--- src/core/epm_regs.svh ---
// Register offsets, field positions, reset values and timing counts.
`ifndef EPM_REGS_SVH
`define EPM_REGS_SVH

// Register port geometry.
`define EPM_ADDR_W              4
`define EPM_DATA_W              8
`define EPM_NUM_PORTS           2

// Register offsets on the plain register port.
`define EPM_OFS_MAC_CFG_STATUS  4'h3
`define EPM_OFS_BOARD_RESET     4'h4
`define EPM_OFS_PORT1_MODE      4'h8
`define EPM_OFS_PORT2_MODE      4'h9

// Reset values: both ports come up as GMII with the path enabled.
`define EPM_PORT_MODE_RST       8'h03
`define EPM_BOARD_RESET_RST     8'h00

// Field positions.
`define EPM_BRC_PHY_RESET_BIT   7
`define EPM_STS_ALIVE_LSB       6
`define EPM_STRAP_W             6

// Mode bit patterns, bit 0 in the least significant place.
`define EPM_PAT_GMII            6'h03
`define EPM_PAT_TBI             6'h09
`define EPM_PAT_RGMII           6'h05
`define EPM_PAT_RTBI            6'h11
`define EPM_PAT_MII             6'h20

// Receive clock watchdog: a longest gap, rounded down to whole cycles.
`define EPM_SYS_CLK_MHZ         125
`define EPM_CLK_TIMEOUT_NS      2000
`define EPM_CLK_TIMEOUT_CYC     \
  ((`EPM_CLK_TIMEOUT_NS * `EPM_SYS_CLK_MHZ) / 1000)
`define EPM_IDLE_CNT_W          9

`endif

--- src/core/epm_pkg.sv ---
// Types shared by the PHY mode select block.
package epm_pkg;

  `include "epm_regs.svh"

  // Decoded interface flavour of one communication port.
  typedef enum logic [2:0] {
    EPM_ISO   = 3'b000,
    EPM_GMII  = 3'b001,
    EPM_TBI   = 3'b010,
    EPM_RGMII = 3'b011,
    EPM_RTBI  = 3'b100,
    EPM_MII   = 3'b101
  } epm_mode_t;

  // Transmit group, MAC toward PHY.
  typedef struct packed {
    logic       clk;
    logic       er;
    logic       en;
    logic [7:0] d;
  } epm_tx_t;

  // Receive group, PHY toward MAC.
  typedef struct packed {
    logic       clk;
    logic       col;
    logic       crs;
    logic       er;
    logic       dv;
    logic [7:0] d;
  } epm_rx_t;

  // Complete state of the top module.
  typedef struct packed {
    logic [`EPM_NUM_PORTS-1:0][`EPM_DATA_W-1:0]     mode;
    logic [`EPM_DATA_W-1:0]                         brc;
    logic [`EPM_STRAP_W-1:0]                        strap;
    logic                                           strap_done;
    logic [`EPM_NUM_PORTS-1:0]                      clk_prev;
    logic [`EPM_NUM_PORTS-1:0][`EPM_IDLE_CNT_W-1:0] idle_cnt;
    logic [`EPM_DATA_W-1:0]                         rdata;
    epm_tx_t [`EPM_NUM_PORTS-1:0]                   tx;
    epm_rx_t [`EPM_NUM_PORTS-1:0]                   rx;
    logic [`EPM_NUM_PORTS-1:0]                      path_en;
    logic                                           phy_rst_n;
    logic [2:0]                                     flash_n;
  } epm_state_t;

endpackage

--- src/core/epm_top.sv ---
// PHY mode select, PHY reset and boot flash control for a gigabit board.
//
// Function
// - Flash chip select follows boot chip select.
// - Flash output and write enables follow bus.
// - Ports default to GMII after power-on.
// - PHY reset on hard reset or control bit.
// - Mode bit zero enables the PHY path; code enables it for the five patterns only.
// - Pattern 1,1,0,0,0,0 selects GMII routing.
// - Pattern 1,0,0,1,0,0 selects ten-bit routing.
// - Pattern 1,0,1,0,0,0 selects reduced GMII routing.
// - Pattern 1,0,0,0,1,0 selects reduced ten-bit routing.
// - Pattern 0,0,0,0,0,1 selects MII routing.
// - Gigabit clocks: PHY receive, MAC transmit.
// - Reduced modes use only twelve signals.
// - Ten-bit mode reuses GMII lines, carrier high.
// - Ten-bit modes serve gigabit speed only.
// - Status register shows MAC port PHY setup.
//
// Our own choices: the strobed register port and the register offsets.
`timescale 1ns/1ps
`include "epm_regs.svh"
module epm_top #(
  parameter int unsigned CLK_TIMEOUT_CYC = `EPM_CLK_TIMEOUT_CYC
) (
  // Clock and reset.
  input  wire logic                          clk_sys,
  input  wire logic                          rst_n,
  // Register port.
  input  wire logic [`EPM_ADDR_W-1:0]        reg_addr,
  input  wire logic [`EPM_DATA_W-1:0]        reg_wdata,
  input  wire logic                          reg_wr,
  input  wire logic                          reg_rd,
  output logic      [`EPM_DATA_W-1:0]        reg_rdata,
  // Board hard reset and MAC port strap switches.
  input  wire logic                          hard_reset_in_n,
  input  wire logic [`EPM_STRAP_W-1:0]       mac_cfg_strap,
  // Local bus controls toward the boot flash.
  input  wire logic                          boot_chip_select_n,
  input  wire logic                          local_output_enable_n,
  input  wire logic                          local_write_enable_0_n,
  output logic                               flash_ce_n,
  output logic                               flash_oe_n,
  output logic                               flash_we_n,
  // PHY reset shared by all PHYs.
  output logic                               phy_reset_n,
  // MAC transmit side of each communication port.
  input  wire logic [`EPM_NUM_PORTS-1:0]     mac_gtx_clk,
  input  wire logic [`EPM_NUM_PORTS-1:0][7:0] mac_txd,
  input  wire logic [`EPM_NUM_PORTS-1:0]     mac_tx_en,
  input  wire logic [`EPM_NUM_PORTS-1:0]     mac_tx_er,
  // PHY transmit side of each communication port.
  output logic      [`EPM_NUM_PORTS-1:0]     phy_gtx_clk,
  output logic      [`EPM_NUM_PORTS-1:0][7:0] phy_txd,
  output logic      [`EPM_NUM_PORTS-1:0]     phy_tx_en,
  output logic      [`EPM_NUM_PORTS-1:0]     phy_tx_er,
  output logic      [`EPM_NUM_PORTS-1:0]     phy_path_en,
  // PHY receive side of each communication port.
  input  wire logic [`EPM_NUM_PORTS-1:0]     phy_rx_clk,
  input  wire logic [`EPM_NUM_PORTS-1:0][7:0] phy_rxd,
  input  wire logic [`EPM_NUM_PORTS-1:0]     phy_rx_dv,
  input  wire logic [`EPM_NUM_PORTS-1:0]     phy_rx_er,
  input  wire logic [`EPM_NUM_PORTS-1:0]     phy_crs,
  input  wire logic [`EPM_NUM_PORTS-1:0]     phy_col,
  // MAC receive side of each communication port.
  output logic      [`EPM_NUM_PORTS-1:0]     mac_rx_clk,
  output logic      [`EPM_NUM_PORTS-1:0][7:0] mac_rxd,
  output logic      [`EPM_NUM_PORTS-1:0]     mac_rx_dv,
  output logic      [`EPM_NUM_PORTS-1:0]     mac_rx_er,
  output logic      [`EPM_NUM_PORTS-1:0]     mac_crs,
  output logic      [`EPM_NUM_PORTS-1:0]     mac_col
);
  import epm_pkg::*;

  localparam int NP     = `EPM_NUM_PORTS;
  localparam int TX_W   = $bits(epm_tx_t);
  localparam int RX_W   = $bits(epm_rx_t);
  localparam int SYNC_W = NP * (TX_W + RX_W) + 4 + `EPM_STRAP_W;
  localparam logic [`EPM_IDLE_CNT_W-1:0] TIMEOUT =
    CLK_TIMEOUT_CYC[`EPM_IDLE_CNT_W-1:0];

  // Reset release chain: asserts at once, releases two edges later.
  logic [1:0] rst_chain_q;
  logic       rst_sys_n;

  // Synchroniser bundle, raw and cleaned.
  logic [SYNC_W-1:0]             sync_raw;
  logic [SYNC_W-1:0]             sync_out;
  epm_tx_t [NP-1:0]              tx_raw;
  epm_rx_t [NP-1:0]              rx_raw;
  epm_tx_t [NP-1:0]              tx_s;
  epm_rx_t [NP-1:0]              rx_s;
  logic                          hard_rst_s_n;
  logic [2:0]                    flash_s_n;
  logic [`EPM_STRAP_W-1:0]       strap_s;

  // Routed groups from the per-port muxes.
  epm_tx_t [NP-1:0]              tx_mux;
  epm_rx_t [NP-1:0]              rx_mux;
  epm_mode_t [NP-1:0]            mode_sel;
  logic [NP-1:0]                 path_mux;

  // Receive clock watchdog terms.
  logic [NP-1:0]                       clk_edge;
  logic [NP-1:0]                       clk_alive;
  logic [NP-1:0][`EPM_IDLE_CNT_W-1:0]  idle_nxt;

  // Register state.
  epm_state_t state_q;
  epm_state_t state_d;

  // Reset release: a constant enters under reset, never a port value.
  always_ff @(posedge clk_sys or negedge rst_n) begin
    if (!rst_n) begin
      rst_chain_q <= 2'b00;
    end else begin
      rst_chain_q <= {rst_chain_q[0], 1'b1};
    end
  end

  assign rst_sys_n = rst_chain_q[1];

  // Per-port packing, routing and clock watchdog.
  generate
    for (genvar g = 0; g < NP; g++) begin : g_port
      assign tx_raw[g].clk = mac_gtx_clk[g];
      assign tx_raw[g].er  = mac_tx_er[g];
      assign tx_raw[g].en  = mac_tx_en[g];
      assign tx_raw[g].d   = mac_txd[g];
      assign rx_raw[g].clk = phy_rx_clk[g];
      assign rx_raw[g].col = phy_col[g];
      assign rx_raw[g].crs = phy_crs[g];
      assign rx_raw[g].er  = phy_rx_er[g];
      assign rx_raw[g].dv  = phy_rx_dv[g];
      assign rx_raw[g].d   = phy_rxd[g];

      epm_port_mux u_mux (
        .mode_bits (state_q.mode[g][5:0]),
        .tx_in     (tx_s[g]),
        .rx_in     (rx_s[g]),
        .tx_out    (tx_mux[g]),
        .rx_out    (rx_mux[g]),
        .mode_sel  (mode_sel[g]),
        .path_en   (path_mux[g])
      );

      // The PHY receive clock is sampled; a long quiet spell means dead.
      assign clk_edge[g]  = rx_s[g].clk ^ state_q.clk_prev[g];
      assign clk_alive[g] = (state_q.idle_cnt[g] < TIMEOUT);
      assign idle_nxt[g]  = clk_edge[g] ? '0 :
        (clk_alive[g] ? state_q.idle_cnt[g] + 1'b1 : TIMEOUT);
    end
  endgenerate

  // Every pin input except the register port passes two flops before anything reads it.
  assign sync_raw = {tx_raw, rx_raw, hard_reset_in_n,
                     boot_chip_select_n, local_output_enable_n,
                     local_write_enable_0_n, mac_cfg_strap};

  epm_sync #(
    .W (SYNC_W)
  ) u_sync (
    .clk (clk_sys),
    .d   (sync_raw),
    .q   (sync_out)
  );

  assign {tx_s, rx_s, hard_rst_s_n, flash_s_n, strap_s} = sync_out;

  // Next state: bus access, strap capture, routing and resets.
  always_comb begin
    state_d = state_q;

    // Flash controls are buffered copies of the local bus lines.
    state_d.flash_n[2]   = flash_s_n[2];
    state_d.flash_n[1:0] = flash_s_n[1:0];

    // Straps are caught once, on the first cycle after reset release.
    if (!state_q.strap_done) begin
      state_d.strap      = strap_s;
      state_d.strap_done = 1'b1;
    end

    // Routed groups register here so the pins see clean flop outputs.
    state_d.tx       = tx_mux;
    state_d.rx       = rx_mux;
    state_d.path_en  = path_mux;
    state_d.clk_prev = {rx_s[1].clk, rx_s[0].clk};
    state_d.idle_cnt = idle_nxt;

    // PHYs stay in reset while the board reset or the control bit holds.
    state_d.phy_rst_n = hard_rst_s_n &
      ~state_q.brc[`EPM_BRC_PHY_RESET_BIT];

    // Register writes; the status register ignores writes.
    if (reg_wr) begin
      case (reg_addr)
        `EPM_OFS_BOARD_RESET: state_d.brc     = reg_wdata;
        `EPM_OFS_PORT1_MODE:  state_d.mode[0] = reg_wdata;
        `EPM_OFS_PORT2_MODE:  state_d.mode[1] = reg_wdata;
        default:              state_d.brc     = state_q.brc;
      endcase
    end

    // Read data stands only in the cycle after the strobe.
    state_d.rdata = '0;
    if (reg_rd) begin
      case (reg_addr)
        `EPM_OFS_MAC_CFG_STATUS: begin
          state_d.rdata = {clk_alive, state_q.strap};
        end
        `EPM_OFS_BOARD_RESET: state_d.rdata = state_q.brc;
        `EPM_OFS_PORT1_MODE:  state_d.rdata = state_q.mode[0];
        `EPM_OFS_PORT2_MODE:  state_d.rdata = state_q.mode[1];
        default:              state_d.rdata = '0;
      endcase
    end
  end

  // Single state register; modes wake as GMII with no software help.
  always_ff @(posedge clk_sys or negedge rst_sys_n) begin
    if (!rst_sys_n) begin
      state_q            <= '0;
      state_q.mode[0]    <= `EPM_PORT_MODE_RST;
      state_q.mode[1]    <= `EPM_PORT_MODE_RST;
      state_q.brc        <= `EPM_BOARD_RESET_RST;
      state_q.idle_cnt   <= {NP{TIMEOUT}};
      state_q.flash_n    <= 3'h7;
      state_q.phy_rst_n  <= 1'b0;
    end else begin
      state_q <= state_d;
    end
  end

  // Board side outputs.
  assign reg_rdata   = state_q.rdata;
  assign flash_ce_n  = state_q.flash_n[2];
  assign flash_oe_n  = state_q.flash_n[1];
  assign flash_we_n  = state_q.flash_n[0];
  assign phy_reset_n = state_q.phy_rst_n;
  assign phy_path_en = state_q.path_en;

  // Port side outputs, unpacked from the registered groups.
  always_comb begin
    for (int i = 0; i < NP; i++) begin
      phy_gtx_clk[i] = state_q.tx[i].clk;
      phy_txd[i]     = state_q.tx[i].d;
      phy_tx_en[i]   = state_q.tx[i].en;
      phy_tx_er[i]   = state_q.tx[i].er;
      mac_rx_clk[i]  = state_q.rx[i].clk;
      mac_rxd[i]     = state_q.rx[i].d;
      mac_rx_dv[i]   = state_q.rx[i].dv;
      mac_rx_er[i]   = state_q.rx[i].er;
      mac_crs[i]     = state_q.rx[i].crs;
      mac_col[i]     = state_q.rx[i].col;
    end
  end
endmodule

--- src/core/epm_sync.sv ---
// Two flip-flop synchroniser for a bundle of asynchronous levels.
`timescale 1ns/1ps
module epm_sync #(
  parameter int W = 1
) (
  // Clock.
  input  wire logic         clk,
  // Asynchronous inputs and their synchronised copies.
  input  wire logic [W-1:0] d,
  output logic      [W-1:0] q
);
  import epm_pkg::*;

  logic [1:0][W-1:0] stage_q;
  logic [1:0][W-1:0] stage_d;

  // The first stage feeds only the second; nothing else may look at it.
  always_comb begin
    stage_d = {stage_q[0], d};
  end

  // No reset here: the chain refills while reset is still held.
  always_ff @(posedge clk) begin
    stage_q <= stage_d;
  end

  assign q = stage_q[1];
endmodule

--- src/core/epm_port_mux.sv ---
// Mode decode and signal routing for one communication port.
`timescale 1ns/1ps
`include "epm_regs.svh"
module epm_port_mux (
  // Mode bits 0 to 5 of the port's mode register.
  input  wire logic [5:0]         mode_bits,
  // Synchronised MAC transmit and PHY receive groups.
  input  epm_pkg::epm_tx_t        tx_in,
  input  epm_pkg::epm_rx_t        rx_in,
  // Routed groups and decoded mode.
  output epm_pkg::epm_tx_t        tx_out,
  output epm_pkg::epm_rx_t        rx_out,
  output epm_pkg::epm_mode_t      mode_sel,
  output logic                    path_en
);
  import epm_pkg::*;

  // Only exact patterns connect; anything else isolates the port.
  always_comb begin
    case (mode_bits)
      `EPM_PAT_GMII:  mode_sel = EPM_GMII;
      `EPM_PAT_TBI:   mode_sel = EPM_TBI;
      `EPM_PAT_RGMII: mode_sel = EPM_RGMII;
      `EPM_PAT_RTBI:  mode_sel = EPM_RTBI;
      `EPM_PAT_MII:   mode_sel = EPM_MII;
      default:        mode_sel = EPM_ISO;
    endcase
  end

  // Isolated paths drive zero on every line rather than a partial mix.
  always_comb begin
    tx_out  = '0;
    rx_out  = '0;
    path_en = (mode_sel != EPM_ISO);
    case (mode_sel)
      EPM_GMII: begin
        // Gigabit clocks: MAC sources the transmit clock, PHY the receive.
        tx_out = tx_in;
        rx_out = rx_in;
      end
      EPM_TBI: begin
        // Code bits 9 and 8 ride on the error and enable/valid lines.
        // Ten-bit coding is gigabit only, so its clock always passes.
        tx_out     = tx_in;
        rx_out     = rx_in;
        rx_out.crs = 1'b1;
        rx_out.col = 1'b0;
      end
      EPM_RGMII, EPM_RTBI: begin
        // Twelve lines: clock, control and a nibble each way.
        tx_out.clk      = tx_in.clk;
        tx_out.en       = tx_in.en;
        tx_out.d[3:0]   = tx_in.d[3:0];
        rx_out.clk      = rx_in.clk;
        rx_out.dv       = rx_in.dv;
        rx_out.d[3:0]   = rx_in.d[3:0];
      end
      EPM_MII: begin
        // The PHY clocks both directions, so no gigabit clock goes out.
        tx_out.en     = tx_in.en;
        tx_out.er     = tx_in.er;
        tx_out.d[3:0] = tx_in.d[3:0];
        rx_out        = rx_in;
        rx_out.d[7:4] = 4'h0;
      end
      default: begin
        tx_out = '0;
        rx_out = '0;
      end
    endcase
  end
endmodule

--- config.mk ---
export PLATFORM = sky130hd
export DESIGN_NAME = epm_top
export DESIGN_NICKNAME = d
export VERILOG_FILES = /design/src/core/epm_pkg.sv /design/src/core/epm_top.sv /design/src/core/epm_sync.sv /design/src/core/epm_port_mux.sv
export VERILOG_INCLUDE_DIRS = /design/src /design/src/core
export SDC_FILE = /design/constraint.sdc
export NUM_CORES = 1
export LEC_CHECK = 0
export ABC_AREA = 1
export ABC_CLOCK_PERIOD_IN_PS = 3670
export BUFFER_PORTS_ARGS = -buffer_cell sky130_fd_sc_hd__buf_4
export CORE_MARGIN = 4
export CORE_UTILIZATION = 49
export DETAILED_ROUTE_END_ITERATION = 7
export GPL_TIMING_DRIVEN = 0
export PLACE_DENSITY = 0.84
export SLEW_MARGIN = 25
export SYNTH_ARGS = -nofsm -noshare
export SYNTH_HDL_FRONTEND = slang
export SYNTH_SLANG_ARGS = --single-unit
--- constraint.sdc ---
create_clock -name clk_sys -period 3.67 [get_ports clk_sys]
set_input_delay 0 -clock clk_sys [delete_from_list [all_inputs] [get_ports clk_sys]]
set_output_delay 0 -clock clk_sys [all_outputs]
set_load 0.02 [all_outputs]
==> key figures, run 1 <==
Detailed routing
  • Routed WL: about 15000 um
  • DR pass1 iterations: 5
  • Final antenna-violating net count: 0
  • Initial DRC Count: 270
  • Remaining routing DRC violations: 0
  • Wire length per cell: 13.6 um
  • Vias per inst: 4.41
  • Vias: 4992

Logic synthesis
  • EDFF count, synth: 0
  • Synth Cell Area: ~7500 sq um
  • #FFs+latches synth: 231
  • Biggest area consumer among synthesized cells: dfrtp_1
  • Yosys top cell area share: between 30 and 40%
  • Syn Inst Count: 685
  • Avg Synthesized Cell Area: 10.9 sq um
  • Synth top cells by count: dfxtp_1 (116), inv_1 (99), dfrtp_1 (96), nor2_1 (95), nand2_1 (84)
  • Fraction of registers with async set/reset: between 40% and 50%
  • Most frequent cell after synthesis: dfxtp_1
  • Top cells by area, synth: dfrtp_1 (32%), dfxtp_1 (31%), dfstp_2 (6.7%), buf_4 (5.8%), inv_1 (5.0%)
  • Distinct cell type count after synthesis: 33
  • Main flop type after synthesis: dfxtp_1
  • Sequential area share after synthesis: around 70%
  • Synth Warn #: 0

CTS
  • CTS tree: done
  • Post-CTS Resized: 0
  • Worst-skew pair later-pin latency: 0.50 ns
  • Clock root cell: clkbuf_16
  • Clock tree buffer depth: 3
  • Postcts setup bufs: 0
  • Reg clk slew, reported paths: 0.06 ns
  • Clock sink count: about 230
  • Post-cts hold buffer count: 80
  • H-tree levels: 1
  • CTS buffer count: 23

Finish
  • Share of layout cells above drive strength 1: 29.9%
  • Fin nets: 1005
  • Fin area: 10400 sq um
  • Area grow syn2layout: 39.3%
  • Final non-filler cell total: 1131

Floorplanning
  • Starting density of the core: 50.6%
  • Die H: between 100 and 150 um
  • Core area: 14800 sq um
  • # rows: 44
  • I/O Pins: 136
  • Die Wd: 131 um
  • Die area: 17300 sq um

Setup path
  • CP endpoint kind: flip-flop
  • CP bufs+invs: 6
  • Crit start category: input port
  • Crit-path cells: dlygate4sd3_1, buf_4, nor2_1, dlygate4sd3_1, nand3_2, dlygate4sd3_1, buf_6, o21ai_2, dlygate4sd3_1
  • Top delay family on crit path: buffers and inverters
  • Slowest CP cell: dlygate4sd3_1
  • Critical path arrival: 2.98 ns
  • Worst setup path category: in2reg
  • Largest fanout on the critical path: 10
  • Crit-path most repeated cell: dlygate4sd3_1
  • Worst path max stage delay: 0.60 ns
  • CP required: 4.11 ns

Timing
  • Final worst slack: 1.13 ns
  • RSZ-0062 raised after global routing: false
  • Final hold vios: 0
  • Min Tclk post-route: 2.54 ns
  • Fin Clk Skew: 0.0132 ns
  • Slew @ Worst Pin: 0.623 ns
  • WHS: 0.135 ns
  • Final setup TNS: 0 ns
  • Slew headroom: 58.3%
  • Part of the cycle the worst path needs: 69.2%
  • Final count of negative-setup-slack endpoints: 0
  • F_max: 0.394 GHz
  • Max-slew violation count: 0

Placement
  • Final GP Congestion: 0.827
  • Pre-CTS WS: 2.10 ns
  • Area post-placement: 8770 sq um
  • DP Wirelength: 9760 um
  • Placed Cells: 1008
  • Port bufs: 135

Global routing
  • Largest net degree at the start of global routing: 55
  • Antenna violations before repair: 1
  • Vias in the first global route: 5299
  • Gr usage total: 18.1%
  • Grt total ovfl: 0
  • First-pass GRT wire length: 25900 um

Pwr
  • Sw Pwr: 1450 uW
  • Comb power frac: 12.6%
  • Static Leak: 0.00535 uW
  • Power Density: 591 nW/um^2
  • Sw frac: 23.6%
  • Pint: 4700 uW
  • Part of the power in registers: about 47%
  • Clock power frac: 40.5%
  • Worst vdd ir: about 0.56 mV

Run status
  • Status: complete, no violations

Worst hold path
  • Worst hold path class: in2reg

Run
  • Max cap viols: 0
## worst register-to-register path, delay by kind of cell, from the launching register on
| family | cells | cell delay (ns) |
|---|---|---|
| AND/OR/NAND/NOR | 5 | 0.51 |
| buffers and inverters | 3 | 0.39 |
| flip-flops | 1 | 0.56 |
## final timing paths
path,startpoint,end,slack [ns],cells after the start
worst max-delay path,reg_addr[0],state_q[97]$_DFFE_PN1P_,1.13,9
worst min register to register,rst_chain_q[1]$_DFF_PN0_,phy_tx_er[1]$_DFF_PN0_,0.25,0
worst max register to register,state_q[98]$_DFFE_PN1P_,phy_path_en[0]$_DFF_PN0_,2.10,8
max in group asynchronous,rst_chain_q[1]$_DFF_PN0_,state_q[66]$_DFF_PN1_,2.51,2
worst min-delay path,phy_rx_dv[1],u_sync.stage_d[89]$_DFF_P_,0.14,2
min in group asynchronous,rst_chain_q[1]$_DFF_PN0_,phy_tx_er[1]$_DFF_PN0_,0.25,0
## per-stage QoR
stage / power [uW] / util (%)
after floorplan: 3350 / -
after CTS: 6190 / 70.5
after global routing: 6410 / 70.5
final: 6140 / 70.5
after global placement: 3590 / 59.1
after detailed placement: 3630 / 59.4
## cell usage in the layout (no fill, tap or decap), drive strengths merged
master / Yosys / routed
buf: 64 / 201
dfxtp: 116 / 116
inv: 100 / 102
nor2: 98 / 98
dfrtp: 96 / 96
nand2: 85 / 85
dlygate4sd3: 0 / 80
o21ai: 36 / 36
clkbuf: 1 / 30
nand3: 26 / 26
dfstp: 19 / 19
a21oi: 8 / 8
mux2: 6 / 6
clkinv: 0 / 5
nor3: 5 / 5
xor2: 4 / 4
bufinv: 0 / 4
conb: 2 / 4
o21a: 3 / 3
nand4: 3 / 3
xnor2: 3 / 3
o21bai: 3 / 3
a21boi: 2 / 2
ha: 2 / 2
clkinvlp: 0 / 2
diode: 0 / 1
a21o: 1 / 1
nand3b: 1 / 1
or2: 1 / 1
## sequential cells by signal, indices dropped and copies added (netlist names)
name / count
flash_ce_n: 1
flash_oe_n: 1
flash_we_n: 1
mac_col: 2
mac_crs: 2
mac_rx_clk: 2
mac_rx_dv: 2
mac_rx_er: 2
mac_rxd: 16
phy_gtx_clk: 2
phy_path_en: 2
phy_reset_n: 1
phy_tx_en: 2
phy_tx_er: 2
phy_txd: 16
reg_rdata: 8
rst_chain_q: 2
state_q: 51
u_sync.q: 58
u_sync.stage_d: 58
## power groups by stage
| stage | clock, uW | sequential (uW) | combinational (uW) |
|---|---|---|---|
| finish | 2490 | 2880 | 771 |
| global route | 2640 | 2910 | 858 |
| CTS | 2530 | 2880 | 775 |
| detailed placement | 0 | 2930 | 701 |
| global placement | 0 | 2940 | 652 |
| floorplan | 0 | 2920 | 430 |
## layout make-up
type | count | area, sq um
diodes | 1 | 2.50
plain buffers | 65 | 482
clock buffers | 29 | 649
clock inverters | 13 | 178
fillers | 973 | 4360
inverters | 100 | 375
multi-input cells | 291 | 1390
flip-flops and latches | 231 | 5230
well taps | 184 | 230
repair buffers | 217 | 1860
## logic make-up (layout without fill, tap and decap cells)
family                     count (synthesis)  in the layout  share of synthesized area [%]
DFF                                      231            231                           70.0
and+or+nand+nor                          219            219                           12.1
buffers and inverters                    165            424                           11.5
AOI/OAI and AO/OA                         53             53                           4.26
xor gates and xnor gates                   7              7                          0.821
muxes                                      6              6                          0.905
adders and majority gates                  2              2                          0.335
other                                      2              5                          0.101
## per-layer routing
| layer | global-route usage [%] | part of all wire [%] |
|---|---|---|
| met3 | 4.70 | 5.5 |
| met2 | 33.0 | 53 |
| met4 | 6.71 | 3.7 |
| met5 | 0 | 0 |
| met1 | 20.4 | 38 |
Note: power is estimated with default switching activity, not from simulation.
==> run 2: changes to the inputs <==
--- a/config.mk
+++ b/config.mk
@@ -6,14 +6,14 @@
 export SDC_FILE = /design/constraint.sdc
 export NUM_CORES = 1
 export LEC_CHECK = 0
-export ABC_AREA = 1
-export ABC_CLOCK_PERIOD_IN_PS = 3670
+export ABC_AREA = 0
+export ABC_CLOCK_PERIOD_IN_PS = 2380
 export BUFFER_PORTS_ARGS = -buffer_cell sky130_fd_sc_hd__buf_4
 export CORE_MARGIN = 4
-export CORE_UTILIZATION = 49
+export CORE_UTILIZATION = 54
 export DETAILED_ROUTE_END_ITERATION = 7
 export GPL_TIMING_DRIVEN = 0
-export PLACE_DENSITY = 0.84
+export PLACE_DENSITY = 0.88
 export SLEW_MARGIN = 25
 export SYNTH_ARGS = -nofsm -noshare
 export SYNTH_HDL_FRONTEND = slang
==> constraint.sdc (replaced) <==
create_clock -name clk_sys -period 2.38 [get_ports clk_sys]
set_input_delay 0 -clock clk_sys [delete_from_list [all_inputs] [get_ports clk_sys]]
set_output_delay 0 -clock clk_sys [all_outputs]
set_load 0.02 [all_outputs]
==> run 2 against run 1 <==
Global-route usage grew 2.6 points. Count of clock-buffer cells in the layout increased by 1. Non-clock buffer count shrank 5. Sequential cell count unchanged. Clock skew is 0.0028 ns higher. Hold slack got worse by 0.084 ns. Critical endpoint is now phy_txd[1]$_DFF_PN0_.
==> key figures, run 2 <==
Global routing
  • Gr usage total: 20.7%
  • Largest net degree at the start of global routing: 41
  • Vias in the first global route: 5146
  • First-pass GRT wire length: 26300 um
  • Antenna violations before repair: 0
  • Grt total ovfl: 0

Timing
  • F_max: 0.555 GHz
  • Min Tclk post-route: 1.80 ns
  • Final count of negative-setup-slack endpoints: 0
  • Final hold vios: 0
  • Fin Clk Skew: 0.0160 ns
  • Max-slew violation count: 0
  • Slew headroom: 52.3%
  • RSZ-0062 raised after global routing: false
  • WHS: around 0.051 ns
  • Final setup TNS: 0 ns
  • Slew @ Worst Pin: 0.710 ns
  • Part of the cycle the worst path needs: 75.8%

Setup path
  • CP required: about 2.8 ns
  • CP endpoint kind: flip-flop
  • Top delay family on crit path: buffers and inverters
  • CP bufs+invs: 2
  • Crit start category: flip-flop
  • Reg2reg end: phy_txd[1]$_DFF_PN0_
  • Worst setup path category: reg2reg
  • Worst path max stage delay: 0.36 ns
  • Largest fanout on the critical path: 10
  • Worst reg2reg setup slack: 0.58 ns
  • Worst setup path start: state_q[100]$_DFFE_PN0P_
  • Crit-path cells: clkbuf_1, o21ai_0, o31ai_2, buf_2, and2_1
  • Critical path arrival: 2.22 ns
  • R2r startpoint: state_q[100]$_DFFE_PN0P_
  • Slowest CP cell: clkbuf_1
  • Cells on worst reg2reg path: 5

Logic synthesis
  • Most frequent cell after synthesis: dfxtp_1
  • Top cells by area, synth: dfrtp_1 (33%), dfxtp_1 (32%), dfstp_2 (6.8%), buf_4 (6.0%), mux2_2 (4.6%)
  • Fraction of registers with async set/reset: 49.8%
  • Xor and xnor area share after synthesis: 1.91%
  • Simple-gate portion of the synthesized area: 9.59%
  • Synth Warn #: 0
  • Avg Synthesized Cell Area: 14.0 sq um
  • Combinational family with the most area after synthesis: simple AND/OR/NAND/NOR gates
  • Sequential area share after synthesis: 71.3%
  • Distinct cell type count after synthesis: 50
  • Yosys top cell area share: 32.8%
  • EDFF count, synth: 0
  • Post-synthesis adder-cell area fraction: less than 1%
  • Compound-Gate Fraction of Synth Area: roughly 5.3%
  • Synth Cell Area: ~7300 sq um
  • Biggest area consumer among synthesized cells: dfrtp_1
  • #FFs+latches synth: between 200 and 250
  • Main flop type after synthesis: dfxtp_1
  • Syn Inst Count: 522
  • Synth top cells by count: dfxtp_1 (116), dfrtp_1 (96), buf_4 (59), and2_1 (40), mux2_2 (30)
  • Post-synthesis mux area share: 4.61%

Detailed routing
  • Vias per inst: between 4 and 5
  • Routed WL: about 16000 um
  • Wire length per cell: around 17 um
  • DR pass1 iterations: 5
  • Initial DRC Count: 287
  • Remaining routing DRC violations: 0
  • Final antenna-violating net count: 0
  • Vias: 4665

CTS
  • Clock root cell: clkbuf_16
  • Worst-skew pair later-pin latency: 0.49 ns
  • H-tree levels: 1
  • Post-CTS Resized: 0
  • Clock sink count: ~230
  • CTS tree: done
  • Clock tree buffer depth: 3
  • CTS buffer count: 23
  • Reg clk slew, reported paths: 0.06 ns

Floorplanning
  • Die H: approximately 120 um
  • I/O Pins: 136
  • # rows: 42
  • Core area: 13200 sq um
  • Die Wd: roughly 120 um
  • Die area: 15500 sq um
  • Starting density of the core: approximately 55%

Pwr
  • Power Density: between 900 and 1000 nW/um^2
  • Sw Pwr: 2250 uW
  • Sw frac: 24.0%
  • Static Leak: ~0.0048 uW
  • Part of the power in registers: 48.0%
  • Pint: 7130 uW
  • Worst vdd ir: 0.720 mV
  • Comb power frac: ~14%
  • Clock power frac: 38.4%

Run
  • Max cap viols: 0

Worst hold path
  • WHS Path Cells: 4
  • Worst hold path class: in2reg
  • Min-delay src: reg_addr[1]
  • Hold path endpoint: state_q[111]$_DFFE_PN0P_

Finish
  • # diodes: 0
  • Fillers: ~750
  • Final non-filler cell total: 951
  • Most frequent cells in the layout: buf_4 (194), dfxtp_1 (116), dfrtp_1 (95), dlygate4sd3_1 (73), and2_1 (40)
  • Fin area: 10100 sq um
  • Commonest non-fill, non-tap cell in the layout: buf_4
  • Fin nets: 835
  • Area grow syn2layout: 38.0%
  • Share of layout cells above drive strength 1: 39.2%

Placement
  • Port bufs: 135
  • Placed Cells: 837
  • Area post-placement: ~8600 sq um
  • DP Wirelength: 9530 um
  • Final GP Congestion: 0.822

Run status
  • Status: complete, no violations
run 2: changes by cell type after synthesis, sizes merged, moves of 11 or more:
cell / change
a21oi: +11
and2: +40
inv: -93
mux2: +24
nand2: -78
nand3: -19
nor2: -78
o21ai: -27
run 2: timing repair:
action | CTS | global route
buffers inserted | 0 | 0
hold buffers | 73 | 0
endpoints found under the hold margin | 92 | 0
run 2: kinds of logic after synthesis:
| kind of cell | count (synthesis) |
|---|---|
| compound gates | 55 |
| mux | 30 |
| simple gates | 112 |
| flops | 231 |
| fa+ha+maj | 2 |
| xor+xnor | 16 |
| other cells | 2 |
| buf+inv | 74 |
run 2: worst register-to-register path: cells and delay by family, from the launching register on:
kind / cells / cell delay, ns
buffers and inverters: 2 / 0.63
DFF: 1 / 0.34
and+or+nand+nor: 1 / 0.16
AOI/OAI and AO/OA: 2 / 0.60
run 2: per-layer routing:
| layer | track usage [%] | up-vias | share of wire [%] |
|---|---|---|---|
| met5 | 0 | - | 0 |
| met4 | 5.61 | 0 | 2.0 |
| met3 | 4.03 | 30 | 5.8 |
| met2 | 38.4 | 169 | 54 |
| met1 | 24.3 | 2303 | 38 |
| li1 | - | 2163 | - |
run 2: area by class of cell:
type	count	area [sq um]	area share, %
flip-flops and latches	231	5230	51.7
repair buffers	210	1780	17.6
inverters	7	26.3	0.260
plain buffers	67	480	4.75
clock buffers	30	654	6.47
well taps	176	220	2.18
multi-input cells	219	1610	15.9
clock inverters	11	116	1.15
run 2: power groups by stage:
stage | logic [uW] | clock network (uW) | registers, uW
floorplan | 726 | 0 | 4510
global placement | 1060 | 0 | 4550
detailed placement | 1140 | 0 | 4560
CTS | 1260 | 3640 | 4490
global route | 1380 | 3840 | 4540
finish | 1280 | 3600 | 4500
run 2: worst max path at each step:
| stage | end | slack [ns] | cells after the start |
|---|---|---|---|
| after floorplan | mac_col[0]$_DFF_PN0_ | 0.48 | 0 |
| after global placement | reg_rdata[0]$_DFF_PN0_ | -0.1 | 0 |
| after detailed placement | phy_txd[1]$_DFF_PN0_ | 0.60 | 5 |
| after CTS | phy_txd[1]$_DFF_PN0_ | 0.55 | 5 |
| after global routing | mac_rxd[5]$_DFF_PN0_ | 0.40 | 3 |
| final | phy_txd[1]$_DFF_PN0_ | 0.58 | 5 |
run 2: through the flow:
stage,setup WS [ns],utilization [%],total power [uW]
after floorplan,0.476,-,5230
after global placement,-0.0987,64.7,5610
after detailed placement,0.600,65.1,5700
after CTS,0.555,76.4,9390
after global routing,0.402,76.4,9760
final,0.577,76.4,9380
==> run 3: changes to the inputs <==
--- a/config.mk
+++ b/config.mk
@@ -7,7 +7,7 @@
 export NUM_CORES = 1
 export LEC_CHECK = 0
 export ABC_AREA = 0
-export ABC_CLOCK_PERIOD_IN_PS = 2380
+export ABC_CLOCK_PERIOD_IN_PS = 1870
 export BUFFER_PORTS_ARGS = -buffer_cell sky130_fd_sc_hd__buf_4
 export CORE_MARGIN = 4
 export CORE_UTILIZATION = 54
==> constraint.sdc (replaced) <==
create_clock -name clk_sys -period 1.87 [get_ports clk_sys]
set_input_delay 0 -clock clk_sys [delete_from_list [all_inputs] [get_ports clk_sys]]
set_output_delay 0 -clock clk_sys [all_outputs]
set_load 0.02 [all_outputs]
==> run 3 against run 2 <==
Hold slack got worse by 0.018 ns. Setup slack got worse by 0.41 ns. Sequential share of layout area barely moved. Clock skew rose by 0.0063 ns. Wire length fell by 0.63%. Via count fell by 2.3%. First-iteration DRC count fell by 20%. Sequential power rose by 27%. Non-clock buffer count fell by 2. Utilization barely moved. Sequential cell count did not move. Critical path type unchanged. Largest power group unchanged.
==> key figures, run 3 (same netlist as run 2, synthesis figures left out) <==
CTS
  • CTS buffer count: 22
  • Clock tree buffer depth: 3
  • Worst-skew pair later-pin latency: 0.49 ns
  • H-tree levels: 1
  • Clock root cell: clkbuf_16
  • CTS tree: done
  • Clock sink count: 231
  • Postcts setup bufs: 0
  • Reg clk slew, reported paths: 0.07 ns

Timing
  • RSZ-0062 raised after global routing: false
  • Final count of negative-setup-slack endpoints: 0
  • WHS: 0.0329 ns
  • Fin Clk Skew: 0.0224 ns
  • Slew @ Worst Pin: 0.643 ns
  • Part of the cycle the worst path needs: approximately 90%
  • Final worst slack: ~0.16 ns
  • Final hold vios: 0
  • Max-slew violation count: 0
  • Final setup TNS: 0 ns
  • F_max: 0.585 GHz
  • Slew headroom: 56.9%
  • Min Tclk post-route: 1.71 ns

Finish
  • Area grow syn2layout: 37.9%
  • Most frequent cells in the layout: buf_4 (194), dfxtp_1 (116), dfrtp_1 (95), dlygate4sd3_1 (71), and2_1 (40)
  • Fillers: 773
  • Share of layout cells above drive strength 1: 39.9%
  • Fin nets: 832
  • Commonest non-fill, non-tap cell in the layout: buf_4
  • Final non-filler cell total: 949
  • Fin area: 10100 sq um

Floorplanning
  • Starting density of the core: roughly 55%
  • Die area: 15500 sq um
  • Core area: 13200 sq um
  • # rows: between 40 and 50
  • Die Wd: 125 um
  • Die H: roughly 120 um
  • I/O Pins: 136

Detailed routing
  • DR pass1 iterations: 6
  • Routed WL: 15700 um
  • Vias per inst: just under 5
  • Vias: about 4600
  • Wire length per cell: 16.6 um
  • Final antenna-violating net count: 0
  • Initial DRC Count: 231
  • Remaining routing DRC violations: 0

Placement
  • Area post-placement: 8620 sq um
  • Final GP Congestion: 0.820
  • Pre-CTS WS: 0.0790 ns
  • Placed Cells: approximately 840
  • Port bufs: roughly 140
  • DP Wirelength: 9400 um

Run status
  • Status: complete, no violations

Pwr
  • Power Density: around 1200 nW/um^2
  • Worst vdd ir: 0.951 mV
  • Static Leak: 0.00480 uW

Setup path
  • Crit start category: flip-flop
  • Worst setup path category: reg2reg
  • CP required: 2.23 ns
  • CP endpoint kind: flip-flop
  • Slowest CP cell: dfrtp_1
  • Largest fanout on the critical path: 10
  • Critical path arrival: 2.07 ns
  • Worst path max stage delay: 0.52 ns
  • Crit-path cells: and4bb_2, a22oi_1, o31ai_2, buf_2, and2_1

Global routing
  • Largest net degree at the start of global routing: 54
  • Grt total ovfl: 0
  • Gr usage total: 20.1%
  • First-pass GRT wire length: approximately 26000 um
  • Vias in the first global route: between 4000 and 5000
  • Antenna violations before repair: 1

Worst hold path
  • Worst hold path class: in2reg

Run
  • Max cap viols: 0
run 3: cell types whose count changed in the layout (fill, tap and decap cells not counted), moves of 2 or more:
cell           before  now
clkbuf_1            6    2
dlygate4sd3_1      73   71
clkbuf_8            1    5
bufinv_16           2    0
run 3: stage by stage:
step | total power [uW] | utilization, %
6_report | 11900 | 76.4
5_1_grt | 12300 | 76.4
4_1_cts | 11900 | 76.3
3_5_place_dp | 7250 | 65.1
3_3_place_gp | 7140 | 64.8
2_1_floorplan | 6660 | -
run 3: where the power goes:
| part | total [uW] | internal, uW | switching (uW) |
|---|---|---|---|
| logic | 1620 | 867 | 750 |
| registers | 5720 | 5440 | 281 |
| clock network | 4540 | 2700 | 1840 |
| total | 11900 | 9000 | 2870 |
run 3: worst max-delay path: cells and delay by family (launching register included):
kind	cells	cell delay [ns]
AOI/OAI and AO/OA	2	0.39
buffers and inverters	1	0.20
DFF	1	0.52
and+or+nand+nor	2	0.47
run 3: layout make-up:
class,instances,area (sq um),area share (%)
Clock inverter,8,46.3,0.458
Timing Repair Buffer,208,1770,17.5
Inverter,7,26.3,0.260
Antenna cell,1,2.50,0.0247
Tap cell,176,220,2.18
Sequential cell,231,5230,51.7
Multi-Input combinational cell,219,1610,15.9
Clock buffer,32,723,7.15
Buffer,67,482,4.76
run 3: routing by layer:
metal | part of all wire (%) | global-route usage, % | vias up
li1 | - | - | 2158
met1 | 40 | 24.2 | 2210
met2 | 53 | 37.2 | 165
met3 | 5.7 | 4.33 | 26
met4 | 1.7 | 4.13 | 0
met5 | 0 | 0 | -
run 3: repair_timing:
item / 4_1_cts / 5_1_grt
hold buffers: 71 / 0
hold endpoints to repair: 92 / 0
endpoints found under the setup margin: 0 / 11
resized for setup: 0 / 3
run 3: final timing paths:
kind                                          start                        to  slack [ns]  depth (start not counted)
min in group asynchronous  rst_chain_q[1]$_DFF_PN0_     phy_txd[15]$_DFF_PN0_        0.22                          0
min                                     reg_addr[1]  state_q[110]$_DFFE_PN0P_        0.03                          4
min reg2reg                rst_chain_q[1]$_DFF_PN0_     phy_txd[15]$_DFF_PN0_        0.22                          0
max                        state_q[102]$_DFFE_PN0P_      phy_txd[0]$_DFF_PN0_        0.16                          5
max reg2reg                state_q[102]$_DFFE_PN0P_      phy_txd[0]$_DFF_PN0_        0.16                          5
max in group asynchronous  rst_chain_q[1]$_DFF_PN0_     state_q[66]$_DFF_PN1_        1.04                          1
